==> config.mk <==
export PLATFORM = sky130hd
export DESIGN_NAME = pcm_top
export DESIGN_NICKNAME = d
export VERILOG_FILES = /design/src/rtl/pcm_pkg.sv /design/src/rtl/pcm_ctl_if.sv /design/src/rtl/pcm_clk_div.sv /design/src/rtl/pcm_bod_mon.sv /design/src/rtl/pcm_top.sv
export SDC_FILE = /design/constraint.sdc
export NUM_CORES = 1
export LEC_CHECK = 0
export BUFFER_PORTS_ARGS = -buffer_cell sky130_fd_sc_hd__buf_4
export CORE_MARGIN = 5
export CORE_UTILIZATION = 35
export DETAILED_ROUTE_END_ITERATION = 7
export HOLD_SLACK_MARGIN = 0.02
export PLACE_DENSITY_LB_ADDON = 0.05
export SETUP_SLACK_MARGIN = 0.02
export SLEW_MARGIN = 10
export SYNTH_ARGS = -nofsm -noshare
export SYNTH_HDL_FRONTEND = slang
export SYNTH_SLANG_ARGS = --single-unit
==> constraint.sdc <==
create_clock -name clk_in -period 4.2 [get_ports clk_in]
set_clock_uncertainty 0.05 [all_clocks]
set_input_delay 0 -clock clk_in [delete_from_list [all_inputs] [get_ports clk_in]]
set_output_delay 0 -clock clk_in [all_outputs]
set_load 0.02 [all_outputs]
==> src/rtl/pcm_pkg.sv <==
package pcm_pkg;
	// Register indices; byte address is four times the index
	localparam logic [7:0] PCM_IDX_POWER_CONTROL = 8'h87;
	localparam logic [7:0] PCM_IDX_DIVIDER = 8'h95;
	localparam logic [7:0] PCM_IDX_POWER_MONITOR = 8'ha3;
	localparam logic [7:0] PCM_IDX_TA_KEY = 8'hc7;
	localparam logic [7:0] PCM_IDX_CLOCK_CFG = 8'hf2;
	localparam logic [7:0] PCM_IDX_BROWNOUT_CFG = 8'hf3;
	localparam int PCM_ADDR_W = 10;
	// Timed-access key bytes and window length
	localparam logic [7:0] PCM_TA_KEY1 = 8'haa;
	localparam logic [7:0] PCM_TA_KEY2 = 8'h55;
	localparam logic [3:0] PCM_TA_WINDOW = 4'h8;
	// Power control fields
	localparam int PCM_IDLE_BIT = 0;
	localparam int PCM_PD_BIT = 1;
	localparam int PCM_POF_BIT = 4;
	// Power monitor fields
	localparam int PCM_BOF_BIT = 3;
	localparam int PCM_BROWNOUT_RESET_ENABLE_BIT = 4;
	localparam int PCM_BOV_BIT = 6;
	localparam int PCM_BROWNOUT_ENABLE_BIT = 7;
	// Clock config fields
	localparam int PCM_FILTER_BIT = 4;
	localparam int PCM_RCFS_BIT = 3;
	localparam int PCM_SRC_HI = 1;
	localparam int PCM_SRC_LO = 0;
	// Brownout config fields
	localparam int PCM_CFG_BROWNOUT_DISABLE_BIT = 7;
	localparam int PCM_CFG_BROWNOUT_LEVEL_BIT = 6;
	localparam int PCM_CFG_BROWNOUT_RESET_ENABLE_BIT = 4;
	localparam logic [7:0] PCM_CFG_RESET = 8'hff;
	localparam logic [7:0] PCM_DIV_RESET = 8'h00;
	localparam logic [31:0] PCM_WORD_ZERO = 32'h0000_0000;
	typedef enum logic [1:0] {
		PCM_SRC_EXT = 2'b00,
		PCM_SRC_XTAL = 2'b01,
		PCM_SRC_RSVD = 2'b10,
		PCM_SRC_RC = 2'b11
	} pcm_src_t;
	typedef enum logic [1:0] {
		PCM_RUN = 2'b00,
		PCM_IDLE = 2'b01,
		PCM_PDOWN = 2'b10
	} pcm_pstate_t;
	typedef enum logic [1:0] {
		PCM_TA_LOCKED = 2'b00,
		PCM_TA_HALF = 2'b01,
		PCM_TA_OPEN = 2'b10
	} pcm_ta_t;
endpackage : pcm_pkg

==> src/rtl/pcm_ctl_if.sv <==
`timescale 1ns/1ns
interface pcm_ctl_if;
	logic [7:0] divider;
	logic run;
	logic sys_tick;
	logic bod_enable;
	logic bod_rst_en;
	logic bod_flag_evt;
	logic bod_rst_evt;
	modport top (output divider, run, bod_enable, bod_rst_en, input sys_tick, bod_flag_evt,
		bod_rst_evt);
	modport div (input divider, run, output sys_tick);
	modport bod (input bod_enable, bod_rst_en, output bod_flag_evt, bod_rst_evt);
endinterface : pcm_ctl_if

==> src/rtl/pcm_clk_div.sv <==
`timescale 1ns/1ns
module pcm_clk_div import pcm_pkg::*; (
	input wire logic clk_in, // Oscillator clock
	input wire logic rst_in, // Async reset, high
	pcm_ctl_if.div ctl // Divider value and tick
);
	typedef struct packed {
		logic [8:0] count;
		logic tick;
	} pcm_div_st_t;
	pcm_div_st_t st, next_st;
	always_comb begin
		next_st = st;
		next_st.tick = 1'b0;
		if (!ctl.run) begin
			next_st.count = '0;
		end else if (ctl.divider == PCM_DIV_RESET) begin
			next_st.tick = 1'b1;
			next_st.count = '0;
		end else if (st.count >= {ctl.divider, 1'b1}) begin
			next_st.tick = 1'b1;
			next_st.count = '0;
		end else begin
			next_st.count = st.count + 9'h001;
		end
	end
	always_ff @(posedge clk_in or posedge rst_in) begin
		if (rst_in) begin
			st <= '0;
		end else begin
			st <= next_st;
		end
	end
	assign ctl.sys_tick = st.tick;
endmodule : pcm_clk_div

==> src/rtl/pcm_bod_mon.sv <==
`timescale 1ns/1ns
module pcm_bod_mon import pcm_pkg::*; (
	input wire logic clk_in, // Oscillator clock
	input wire logic rst_in, // Async reset, high
	input wire logic supply_below_in, // Comparator, async
	pcm_ctl_if.bod ctl // Enables and events
);
	typedef struct packed {
		logic s1;
		logic s2;
		logic prev;
		logic flag_evt;
		logic rst_evt;
	} pcm_bod_st_t;
	pcm_bod_st_t st, next_st;
	logic crossed;
	always_comb begin
		next_st = st;
		next_st.s1 = supply_below_in;
		next_st.s2 = st.s1;
		next_st.prev = st.s2;
		// Both a drop below and a rise above count as an event
		crossed = ctl.bod_enable && (st.s2 != st.prev);
		next_st.rst_evt = crossed && ctl.bod_rst_en;
		next_st.flag_evt = crossed && !ctl.bod_rst_en;
	end
	always_ff @(posedge clk_in or posedge rst_in) begin
		if (rst_in) begin
			st <= '0;
		end else begin
			st <= next_st;
		end
	end
	assign ctl.bod_flag_evt = st.flag_evt;
	assign ctl.bod_rst_evt = st.rst_evt;
endmodule : pcm_bod_mon

==> src/rtl/pcm_top.sv <==
// Summary of operation
// - Idle request write halts core after write
// - Idle freezes core, peripherals keep clocks
// - Enabled interrupt ends idle, clears bit
// - Non-software resets also end idle
// - Power-down request stops whole clock system
// - Non-software resets end power-down
// - Enabled external pin interrupt wakes power-down
// - Brownout, watchdog, keypad interrupts also wake
// - Keypad wakes only on opposite edge
// - Two config bits select clock source
// - RC frequency bit bypasses divide-by-two
// - Config bit four enables crystal filter
// - Divider zero passes, else divide 2(n+1)
// - Power-up sets flag; software clears it
// - Brownout level from inverted config bit
// - Brownout enable reloaded inverted each reset
// - Threshold crossing resets core or flags
// - Cleared flag stays clear until recrossing
// - Both requests set means power-down only
// - Watchdog cleared on entry and wake
//
// The AHB-Lite slave port was left to the implementer.
`timescale 1ns/1ns
module pcm_top import pcm_pkg::*; #(
	parameter int EXT_IRQS = 2, // External interrupt pins
	parameter int KBD_PINS = 8 // Keypad pins
) (
	input wire logic clk_in, // Oscillator clock
	input wire logic rst_in, // Power-on reset, async high
	input wire logic hsel_in, // AHB select
	input wire logic [31:0] haddr_in, // AHB address
	input wire logic [1:0] htrans_in, // AHB transfer type
	input wire logic hwrite_in, // AHB write
	input wire logic [2:0] hsize_in, // AHB size
	input wire logic [31:0] hwdata_in, // AHB write data
	input wire logic hready_in, // AHB ready in
	output logic [31:0] hrdata_out, // AHB read data
	output logic hreadyout_out, // AHB ready out
	output logic hresp_out, // AHB response
	input wire logic pin_reset_in, // Reset pin, async high
	input wire logic wdt_reset_in, // Watchdog reset pulse
	input wire logic sw_reset_in, // Software reset pulse
	input wire logic irq_pending_in, // Any enabled interrupt pending
	input wire logic global_irq_enable_in, // Global interrupt enable
	input wire logic [EXT_IRQS-1:0] ext_irq_pin_in, // External irq pins, async
	input wire logic [EXT_IRQS-1:0] ext_irq_enable_in, // Per-pin enables
	input wire logic wdt_irq_in, // Watchdog interrupt
	input wire logic [KBD_PINS-1:0] kbd_pin_in, // Keypad pins, async
	input wire logic kbd_irq_enable_in, // Keypad interrupt enable
	input wire logic supply_below_in, // Supply below threshold, async
	output logic core_halt_out, // Core stops fetching
	output logic clk_stop_out, // Whole clock system stopped
	output logic sys_clk_tick_out, // System clock enable
	output logic [1:0] clk_src_out, // Selected oscillator
	output logic rc_div2_out, // RC through halving path
	output logic xtal_filter_out, // Crystal input filter on
	output logic brownout_level_out, // High selects higher level
	output logic brownout_enable_out, // Brownout detector on
	output logic brownout_flag_out, // Brownout interrupt request
	output logic core_reset_out, // Core reset pulse
	output logic wdt_clear_out // Watchdog clear pulse
);
	typedef struct packed {
		pcm_pstate_t pstate;
		pcm_ta_t ta;
		logic [3:0] ta_count;
		logic idle_bit;
		logic pd_bit;
		logic power_on_flag;
		logic [7:0] divider;
		logic [7:0] clk_cfg;
		logic [7:0] bod_cfg;
		logic bod_en;
		logic bod_level;
		logic bod_rst_en;
		logic bod_flag;
		logic dp_write;
		logic [7:0] dp_index;
		logic [31:0] rdata;
		logic [EXT_IRQS-1:0] ext_s1;
		logic [EXT_IRQS-1:0] ext_s2;
		logic [KBD_PINS-1:0] kbd_s1;
		logic [KBD_PINS-1:0] kbd_s2;
		logic [KBD_PINS-1:0] kbd_entry;
		logic prst_s1;
		logic prst_s2;
		logic core_halt;
		logic clk_stop;
		logic core_reset;
		logic wdt_clear;
		logic [1:0] clk_src;
		logic rc_div2;
		logic xtal_filter;
	} pcm_top_st_t;

	pcm_top_st_t st, next_st;
	pcm_ctl_if ctl ();

	function automatic logic [7:0] reg_index(input logic [31:0] addr);
		reg_index = addr[PCM_ADDR_W-1:2];
	endfunction : reg_index

	function automatic logic [1:0] src_decode(input logic [7:0] cfg);
		logic [1:0] sel;
		sel = {cfg[PCM_SRC_HI], cfg[PCM_SRC_LO]};
		// Reserved code falls back to the RC oscillator
		src_decode = (sel == PCM_SRC_RSVD) ? PCM_SRC_RC : sel;
	endfunction : src_decode

	logic addr_phase;
	logic [7:0] a_index;
	logic [7:0] wbyte;
	logic reset_req;
	logic wake_pd;
	logic enter_idle;
	logic enter_pd;
	logic waking;
	logic [31:0] rword;

	always_comb begin
		next_st = st;
		next_st.wdt_clear = 1'b0;
		next_st.core_reset = 1'b0;
		addr_phase = hsel_in && htrans_in[1] && hready_in;
		a_index = reg_index(haddr_in);
		wbyte = hwdata_in[7:0];
		enter_idle = 1'b0;
		enter_pd = 1'b0;
		waking = 1'b0;
		next_st.ext_s1 = ext_irq_pin_in;
		next_st.ext_s2 = st.ext_s1;
		next_st.kbd_s1 = kbd_pin_in;
		next_st.kbd_s2 = st.kbd_s1;
		next_st.prst_s1 = pin_reset_in;
		next_st.prst_s2 = st.prst_s1;

		// Read data is prepared in the address phase
		rword = PCM_WORD_ZERO;
		case (a_index)
			PCM_IDX_POWER_CONTROL: begin
				rword[PCM_POF_BIT] = st.power_on_flag;
				rword[PCM_PD_BIT] = st.pd_bit;
				rword[PCM_IDLE_BIT] = st.idle_bit;
			end
			PCM_IDX_DIVIDER: begin
				rword[7:0] = st.divider;
			end
			PCM_IDX_POWER_MONITOR: begin
				rword[PCM_BROWNOUT_ENABLE_BIT] = st.bod_en;
				rword[PCM_BOV_BIT] = st.bod_level;
				rword[PCM_BROWNOUT_RESET_ENABLE_BIT] = st.bod_rst_en;
				rword[PCM_BOF_BIT] = st.bod_flag;
			end
			PCM_IDX_CLOCK_CFG: begin
				rword[7:0] = st.clk_cfg;
			end
			PCM_IDX_BROWNOUT_CFG: begin
				rword[7:0] = st.bod_cfg;
			end
			default: begin
				rword = PCM_WORD_ZERO;
			end
		endcase
		if (addr_phase && !hwrite_in) begin
			next_st.rdata = rword;
		end
		next_st.dp_write = addr_phase && hwrite_in;
		if (addr_phase) begin
			next_st.dp_index = a_index;
		end

		// Window closes on its own after a fixed number of cycles
		if (st.ta == PCM_TA_OPEN) begin
			if (st.ta_count == '0) begin
				next_st.ta = PCM_TA_LOCKED;
			end else begin
				next_st.ta_count = st.ta_count - 4'h1;
			end
		end

		// Write data phase
		if (st.dp_write) begin
			case (st.dp_index)
				PCM_IDX_POWER_CONTROL: begin
					next_st.power_on_flag = wbyte[PCM_POF_BIT];
					next_st.pd_bit = wbyte[PCM_PD_BIT];
					next_st.idle_bit = wbyte[PCM_IDLE_BIT];
					enter_pd = wbyte[PCM_PD_BIT];
					enter_idle = wbyte[PCM_IDLE_BIT] && !wbyte[PCM_PD_BIT];
				end
				PCM_IDX_DIVIDER: begin
					next_st.divider = wbyte;
				end
				PCM_IDX_TA_KEY: begin
					if (wbyte == PCM_TA_KEY1) begin
						next_st.ta = PCM_TA_HALF;
					end else if (wbyte == PCM_TA_KEY2 && st.ta == PCM_TA_HALF) begin
						next_st.ta = PCM_TA_OPEN;
						next_st.ta_count = PCM_TA_WINDOW;
					end else begin
						next_st.ta = PCM_TA_LOCKED;
					end
				end
				PCM_IDX_POWER_MONITOR: begin
					if (st.ta == PCM_TA_OPEN) begin
						next_st.bod_en = wbyte[PCM_BROWNOUT_ENABLE_BIT];
						next_st.bod_level = wbyte[PCM_BOV_BIT];
						next_st.bod_rst_en = wbyte[PCM_BROWNOUT_RESET_ENABLE_BIT];
						next_st.bod_flag = wbyte[PCM_BOF_BIT];
						next_st.ta = PCM_TA_LOCKED;
					end
				end
				PCM_IDX_CLOCK_CFG: begin
					next_st.clk_cfg = wbyte;
				end
				PCM_IDX_BROWNOUT_CFG: begin
					next_st.bod_cfg = wbyte;
				end
				default: begin
					next_st.ta = st.ta;
				end
			endcase
		end

		// Hardware set wins over a software clear
		if (ctl.bod_flag_evt) begin
			next_st.bod_flag = 1'b1;
		end

		// Power state sequencing
		wake_pd = (|(st.ext_s2 & ext_irq_enable_in) && global_irq_enable_in)
			|| wdt_irq_in || ctl.bod_flag_evt
			|| (kbd_irq_enable_in && (st.kbd_s2 != st.kbd_entry));
		case (st.pstate)
			PCM_RUN: begin
				if (enter_pd) begin
					next_st.pstate = PCM_PDOWN;
					next_st.kbd_entry = st.kbd_s2;
					next_st.wdt_clear = 1'b1;
				end else if (enter_idle) begin
					next_st.pstate = PCM_IDLE;
					next_st.wdt_clear = 1'b1;
				end
			end
			PCM_IDLE: begin
				if (irq_pending_in) begin
					waking = 1'b1;
				end
			end
			PCM_PDOWN: begin
				if (wake_pd) begin
					waking = 1'b1;
				end
			end
			default: begin
				next_st.pstate = PCM_RUN;
			end
		endcase
		if (waking) begin
			next_st.pstate = PCM_RUN;
			next_st.idle_bit = 1'b0;
			next_st.pd_bit = 1'b0;
			next_st.wdt_clear = 1'b1;
		end

		// Software reset is ignored while the core sleeps
		reset_req = st.prst_s2 || wdt_reset_in || ctl.bod_rst_evt
			|| (sw_reset_in && st.pstate == PCM_RUN);
		if (reset_req) begin
			next_st.core_reset = 1'b1;
			next_st.wdt_clear = st.pstate != PCM_RUN;
			next_st.pstate = PCM_RUN;
			next_st.idle_bit = 1'b0;
			next_st.pd_bit = 1'b0;
			next_st.divider = PCM_DIV_RESET;
			next_st.ta = PCM_TA_LOCKED;
			next_st.bod_en = !st.bod_cfg[PCM_CFG_BROWNOUT_DISABLE_BIT];
			next_st.bod_level = !st.bod_cfg[PCM_CFG_BROWNOUT_LEVEL_BIT];
			next_st.bod_rst_en = st.bod_cfg[PCM_CFG_BROWNOUT_RESET_ENABLE_BIT];
			next_st.bod_flag = st.bod_flag || ctl.bod_flag_evt;
		end

		next_st.core_halt = next_st.pstate != PCM_RUN;
		next_st.clk_stop = next_st.pstate == PCM_PDOWN;
		next_st.clk_src = src_decode(st.clk_cfg);
		next_st.rc_div2 = (src_decode(st.clk_cfg) == PCM_SRC_RC)
			&& !st.clk_cfg[PCM_RCFS_BIT];
		next_st.xtal_filter = st.clk_cfg[PCM_FILTER_BIT];
	end

	always_ff @(posedge clk_in or posedge rst_in) begin
		if (rst_in) begin
			st <= '0;
			st.pstate <= PCM_RUN;
			st.ta <= PCM_TA_LOCKED;
			st.power_on_flag <= 1'b1;
			st.divider <= PCM_DIV_RESET;
			st.clk_cfg <= PCM_CFG_RESET;
			st.bod_cfg <= PCM_CFG_RESET;
			st.bod_en <= !PCM_CFG_RESET[PCM_CFG_BROWNOUT_DISABLE_BIT];
			st.bod_level <= !PCM_CFG_RESET[PCM_CFG_BROWNOUT_LEVEL_BIT];
			st.bod_rst_en <= PCM_CFG_RESET[PCM_CFG_BROWNOUT_RESET_ENABLE_BIT];
			st.clk_src <= PCM_SRC_RC;
			st.xtal_filter <= PCM_CFG_RESET[PCM_FILTER_BIT];
		end else begin
			st <= next_st;
		end
	end

	// Peripheral clock divider halts in power-down
	assign ctl.divider = st.divider;
	assign ctl.run = !st.clk_stop;
	assign ctl.bod_enable = st.bod_en;
	assign ctl.bod_rst_en = st.bod_rst_en;

	pcm_clk_div u_div (
		.clk_in(clk_in),
		.rst_in(rst_in),
		.ctl(ctl)
	);

	pcm_bod_mon u_bod (
		.clk_in(clk_in),
		.rst_in(rst_in),
		.supply_below_in(supply_below_in),
		.ctl(ctl)
	);

	assign hrdata_out = st.rdata;
	assign hreadyout_out = 1'b1;
	assign hresp_out = 1'b0;
	assign core_halt_out = st.core_halt;
	assign clk_stop_out = st.clk_stop;
	assign sys_clk_tick_out = ctl.sys_tick;
	assign clk_src_out = st.clk_src;
	assign rc_div2_out = st.rc_div2;
	assign xtal_filter_out = st.xtal_filter;
	assign brownout_level_out = st.bod_level;
	assign brownout_enable_out = st.bod_en;
	assign brownout_flag_out = st.bod_flag;
	assign core_reset_out = st.core_reset;
	assign wdt_clear_out = st.wdt_clear;
endmodule : pcm_top

Yosys cells after proc, flatten, opt, wreduce, memory -nomap -nowiden
Cells that the tools add are included.
{"block": "totals", "rom_bits": 0, "word_cells": 166, "ff_bits": 109, "mem_bits_rw": 0, "output_inout_bits": 46, "latchBits": 0, "memories": 0, "input_bits": 94}
{"block": "op_classes", "n_reduce_logical": 51, "n_lt_le_gt_ge": 1, "n_bitwise": 1, "div_mod_pow": 0, "add_sub_neg": 2, "n_eq_ne": 23, "multipliers": 0, "shift": 0, "mux": 51}
{"operator": "$eq A8 B8 Y1 const B", "n": 12}
{"operator": "$mux W37", "n": 1}
{"operator": "$mux W4", "n": 8}
{"operator": "$mux W8", "n": 4}
{"operator": "$mux W2", "n": 11}
{"operator": "$mux W9", "n": 2}
{"operator": "$pmux W2 S4", "n": 2}
{"operator": "$reduce_bool A3 Y1", "n": 5}
{"operator": "$logic_and A1 B1 Y1", "n": 13}
{"operator": "$mux W1", "n": 13}
{"operator": "$reduce_and A2 Y1", "n": 6}
{"operator": "$reduce_bool A2 Y1", "n": 6}
{"operator": "$eq A2 B2 Y1 const B", "n": 5}
{"operator": "$mux W10", "n": 1}
{"operator": "$add A9 B1 Y9 const B", "n": 1}
{"operator": "$ge A9 B9 Y1", "n": 1}
{"operator": "$eq A8 B7 Y1 const B", "n": 1}
{"operator": "$logic_not A8 Y1", "n": 1}
{"operator": "$ne A8 B8 Y1", "n": 1}
{"operator": "$logic_or A1 B1 Y1", "n": 7}
{"operator": "$logic_not A1 Y1", "n": 6}
{"operator": "$mux W6", "n": 1}
{"operator": "$pmux W1 S3", "n": 2}
{"operator": "$pmux W2 S3", "n": 1}
{"operator": "15 further kinds", "n": 18}

Longest topological paths before layout
{"block": "depth", "depth_word": 11, "ltp_mapped": 9, "depth_no_buf": 8}

Modules after synthesis
From an unflattened synthesis, not the netlist that was laid out.
{"block": "hier_totals", "hier_cells": 453, "hier_area_um2": 5206.2}
{"module": "pcm_top", "cells_each": 373, "area_each_um2": 4406.7, "seq_area_each_um2": 2378.5, "n_inst": 1}
{"module": "pcm_clk_div", "cells_each": 71, "area_each_um2": 646.9, "seq_area_each_um2": 250.2, "n_inst": 1}
{"module": "pcm_bod_mon", "cells_each": 9, "area_each_um2": 152.6, "seq_area_each_um2": 125.1, "n_inst": 1}

Least setup slack after synthesis
No wires, ideal clock.
{"block": "synth_path", "kind": "register to register", "startpoint": "register st[117] (netlist bit)", "endpoint": "register st (netlist bit core_halt_out)", "path_slack_ns": 2.229, "t_required_ns": 4.056, "arrival_ns": 1.827, "setup_ns": 0.094, "stages_incl_launch_ff": 9, "cell_sequence": "dfrtp_1 -> inv_1 -> ha_1 -> and2_1 -> a2111oi_0 -> nor2_1 -> or3_1 -> clkbuf_1 -> a211oi_1"}
{"element": "from (decl)", "line_no": "pcm_top.sv:97", "source": "pcm_top_st_t st, next_st;"}
{"element": "from (signal assigned)", "line_no": "pcm_top.sv:307", "source": "st <= next_st;"}

==> results_tabular.tex <==
\begin{tabular}{lr}
\hline
Metric & Value \\
\hline
\multicolumn{2}{l}{\textbf{Outcome}} \\
Run status & finished clean \\
\multicolumn{2}{l}{\textbf{Timing}} \\
Worst hold margin & 0.157 ns \\
Final number of max-transition violations & 0 \\
Final Hold Viols & 0 \\
Final WS setup & 1.62 ns \\
Share of the cycle needed by the critical path after routing & 0.615 \\
Total negative slack & 0 ns \\
Final setup violating endpoints & 0 \\
Max Fclk & 0.387 GHz \\
Clock period minus worst slack & 2.58 ns \\
Pin slew with the least headroom to its limit & 1.03 ns \\
Slew Limit Headroom & 0.309 \\
Unrepaired setup endpoints after global routing & no \\
\multicolumn{2}{l}{\textbf{Setup path}} \\
Required @ worst endpoint & 4.40 ns \\
Startpoint types & flip-flop \\
Worst path bufs/invs & 1 \\
Crit end category & flip-flop \\
Critical path type & flip-flop to flip-flop \\
Longest individual stage delay on the worst path & 0.69 ns \\
Endpoint arrival time on the critical path & 2.79 ns \\
Largest fanout on the critical path & 20 \\
Cell chain of the critical path & inv\_1 > ha\_1 > a2111o\_1 > or3\_1 > a211oi\_1 \\
Cell class contributing the biggest share of worst-path delay & compound AO/OA/AOI/OAI gates \\
Critical path's slowest cell & a2111o\_1 \\
\multicolumn{2}{l}{\textbf{CTS}} \\
Root cell of the clock tree & clkbuf\_16 \\
Clock edge transition at the registers on the reported setup and hold paths & 0.08 ns \\
Clock Latency Late Sink & 0.35 ns \\
H-tree depth reported by CTS & 3 \\
Gates resized, CTS repair & 0 \\
Inserted Clock Buffers & 9 \\
Clock sink count & 109 \\
Clock Path Buffers & 2 \\
CTS tree & yes \\
\multicolumn{2}{l}{\textbf{Global route}} \\
Total global routing track utilization & 0.141 \\
Antenna violations before repair & 0 \\
Maximum number of pins on one net before global-route repair & 77 \\
Global-route wire length before repair & 18.4 mm \\
Grt ovf & 0 \\
Number of global-route vias before repair & 3418 \\
\multicolumn{2}{l}{\textbf{Final layout}} \\
Multi-input logic area & 2080 um2 \\
Fraction of layout cells with a size suffix above 1 & 0.275 \\
Antenna diode count & 0 \\
Layout fillers & 1396 \\
Final nets & 637 \\
Seq. cell area & 2750 um2 \\
Area Overhead vs Synth & 21.4\% \\
Final design instance area without fill & 6220 um2 \\
\multicolumn{2}{l}{\textbf{Yosys}} \\
YS warnings & 0 \\
Sequential share of the synthesized area & 0.537 \\
Register bit count reported by yosys & 109 \\
Post-synth EDFFs & 0 \\
Post-synthesis async set-or-reset flop share & 1.00 \\
Dominant synthesized flop cell & dfrtp\_1 \\
Average footprint of a synthesized cell & 11.5 um2 \\
Netlist Area Pre-Place & 5130 um2 \\
Cell variety after synth & 60 \\
Post-Syn Instances & 447 \\
\multicolumn{2}{l}{\textbf{Pwr}} \\
VDD IR max & 0.262 mV \\
Power density over the cells & 358 nW/um2 \\
Leakage dissipation & 2.79 nW \\
\multicolumn{2}{l}{\textbf{Route}} \\
Routed wirelength normalized by instance count & 16.1 um \\
Residual DRC & 0 \\
First-pass DRT Iterations & 4 \\
First DRT Iteration DRCs & 196 \\
Post-Route WL & 11.6 mm \\
DR vias & 3473 \\
Post-route ant nets & 0 \\
Detail-routed via count per cell & 4.83 \\
\multicolumn{2}{l}{\textbf{Die}} \\
Die Height & 131 um \\
Width of the chip & 131 um \\
Row count & 44 \\
Starting utilization of the core area & 0.355 \\
IO Count & 140 \\
DIE AREA & 17200 um2 \\
Placeable core region & 14400 um2 \\
\multicolumn{2}{l}{\textbf{Hold path}} \\
Class of the most critical hold timing path & input pin to flip-flop \\
\multicolumn{2}{l}{\textbf{Placement}} \\
Dpl hpwl & 8.07 mm \\
Total cell area at the placement stage & 5620 um2 \\
\# port buffers & 61 \\
Worst slack at placement & 1.61 ns \\
Gpl congestion & 0.763 \\
\multicolumn{2}{l}{\textbf{Job}} \\
Reported max-cap violation count & 0 \\
\hline
\end{tabular}
-- cell usage after synthesis (4+ instances only) --
master    number  area share
nand3_1        8      0.0078
mux2i_1        9       0.018
nand2b_1       9       0.011
a222oi_1       4      0.0078
nor2_1        39       0.029
buf_4         36       0.053
clkbuf_1       7      0.0051
dfstp_2       21        0.11
inv_1         21       0.015
nor4_2         4      0.0098
a21oi_1       15       0.015
ha_1          13       0.032
a211oi_1       5      0.0073
nor4_1         4      0.0049
a22oi_1        8       0.012
o21ai_0        7      0.0068
nand2_1       30       0.022
mux2_2        32       0.070
dfrtp_1       88        0.43
nand4_1        4      0.0049
nor3_1         6      0.0059
xor2_1        15       0.026
a22o_1         6       0.010
-- worst register-to-register path: stages (launching register included) --
cell      delay, ns
dfrtp_1        0.45
inv_1          0.11
ha_1           0.26
a2111o_1       0.69
or3_1          0.64
a211oi_1       0.29
-- where the power goes --
part / leakage (nW) / internal [W] / switching (W) / total [W]
Sequential: 1.34 / 0.00110 / 0.0000427 / 0.00114
Clock: 0.153 / 0.000485 / 0.000399 / 0.000884
Combinational: 1.30 / 0.0000915 / 0.000110 / 0.000202
-- cell usage in the layout (no fill, tap or decap), drive strengths merged, types with 3 or more instances in the layout --
| cell | netlist | layout |
|---|---|---|
| a211oi | 5 | 5 |
| a21oi | 16 | 16 |
| a222oi | 4 | 4 |
| a22o | 6 | 6 |
| a22oi | 8 | 8 |
| buf | 37 | 62 |
| clkbuf | 7 | 10 |
| conb | 2 | 26 |
| dfrtp | 88 | 88 |
| dfstp | 21 | 21 |
| dlygate4sd3 | 0 | 30 |
| ha | 13 | 13 |
| inv | 21 | 24 |
| mux2 | 32 | 32 |
| mux2i | 9 | 9 |
| nand2 | 30 | 30 |
| nand2b | 9 | 9 |
| nand3 | 10 | 10 |
| nand4 | 5 | 5 |
| nand4b | 3 | 3 |
| nor2 | 42 | 42 |
| nor3 | 7 | 7 |
| nor4 | 9 | 9 |
| nor4bb | 3 | 3 |
| o21ai | 11 | 11 |
| or2 | 3 | 3 |
| or4 | 3 | 3 |
| xor2 | 15 | 15 |
-- worst paths after layout --
path                              startpoint             end  slack [ns]  depth (start not counted)
min in group asynchronous             rst_in         st[110]        0.37                          3
worst min-delay path            htrans_in[1]          st[78]        0.16                          3
worst max-delay path                 st[116]   core_halt_out        1.62                          5
worst min register to register   next_st[25]          st[25]        0.30                          0
worst max register to register       st[116]   core_halt_out        1.62                          5
max in group asynchronous             rst_in  ctl.bod_rst_en        2.67                          4
-- flip-flops by register name, summed over array words and instances, names as in the netlist, 2 cells and up --
register	flops
clk_src_out	2
ctl.divider	8
hrdata_out	8
next_st	12
st	54
u_bod.next_st	2
u_div.st	9
-- cell type report --
class,instances,share of cell area
flip-flops and latches,109,0.443
multi-input cells,297,0.335
repair buffers,92,0.123
clock buffers,10,0.0384
well taps,184,0.0370
inverters,21,0.0131
clock inverters,6,0.0109
-- cells by family (layout without fill, tap and decap cells) --
kind of cell | count (synthesis) | after routing | share of synthesized area
AND/OR/NAND/NOR | 138 | 138 | 0.153
XOR/XNOR | 17 | 17 | 0.0290
buffers and inverters | 65 | 129 | 0.0739
other | 2 | 26 | 0.00146
adder cells (fa/ha/maj) | 13 | 13 | 0.0317
flip-flops | 109 | 109 | 0.537
multiplexers | 41 | 41 | 0.0878
AO/OA/AOI/OAI | 62 | 62 | 0.0854
-- stage by stage --
step / utilization / power (W) / instances
2_1_floorplan: - / 0.00129 / 471
5_1_grt: 0.431 / 0.00234 / 719
3_5_place_dp: 0.389 / 0.00135 / 673
6_report: 0.431 / 0.00223 / 719
3_3_place_gp: 0.389 / 0.00134 / 673
4_1_cts: 0.431 / 0.00227 / 719
-- metal layers --
| metal | track usage | vias to the layer above | part of all wire | routed length [um] |
|---|---|---|---|---|
| met5 | 0 | - | 0 | 0 |
| met4 | 0.0430 | 0 | 0.015 | 170 |
| met2 | 0.224 | 78 | 0.49 | 5630 |
| met1 | 0.189 | 1709 | 0.44 | 5160 |
| li1 | - | 1673 | - | - |
| met3 | 0.0354 | 13 | 0.055 | 632 |
-- repair_timing --
action	in CTS	in global routing
hold buffers	30	0
buffers inserted	0	0
hold endpoints to repair	114	0
(Power assumes the default switching activity.)
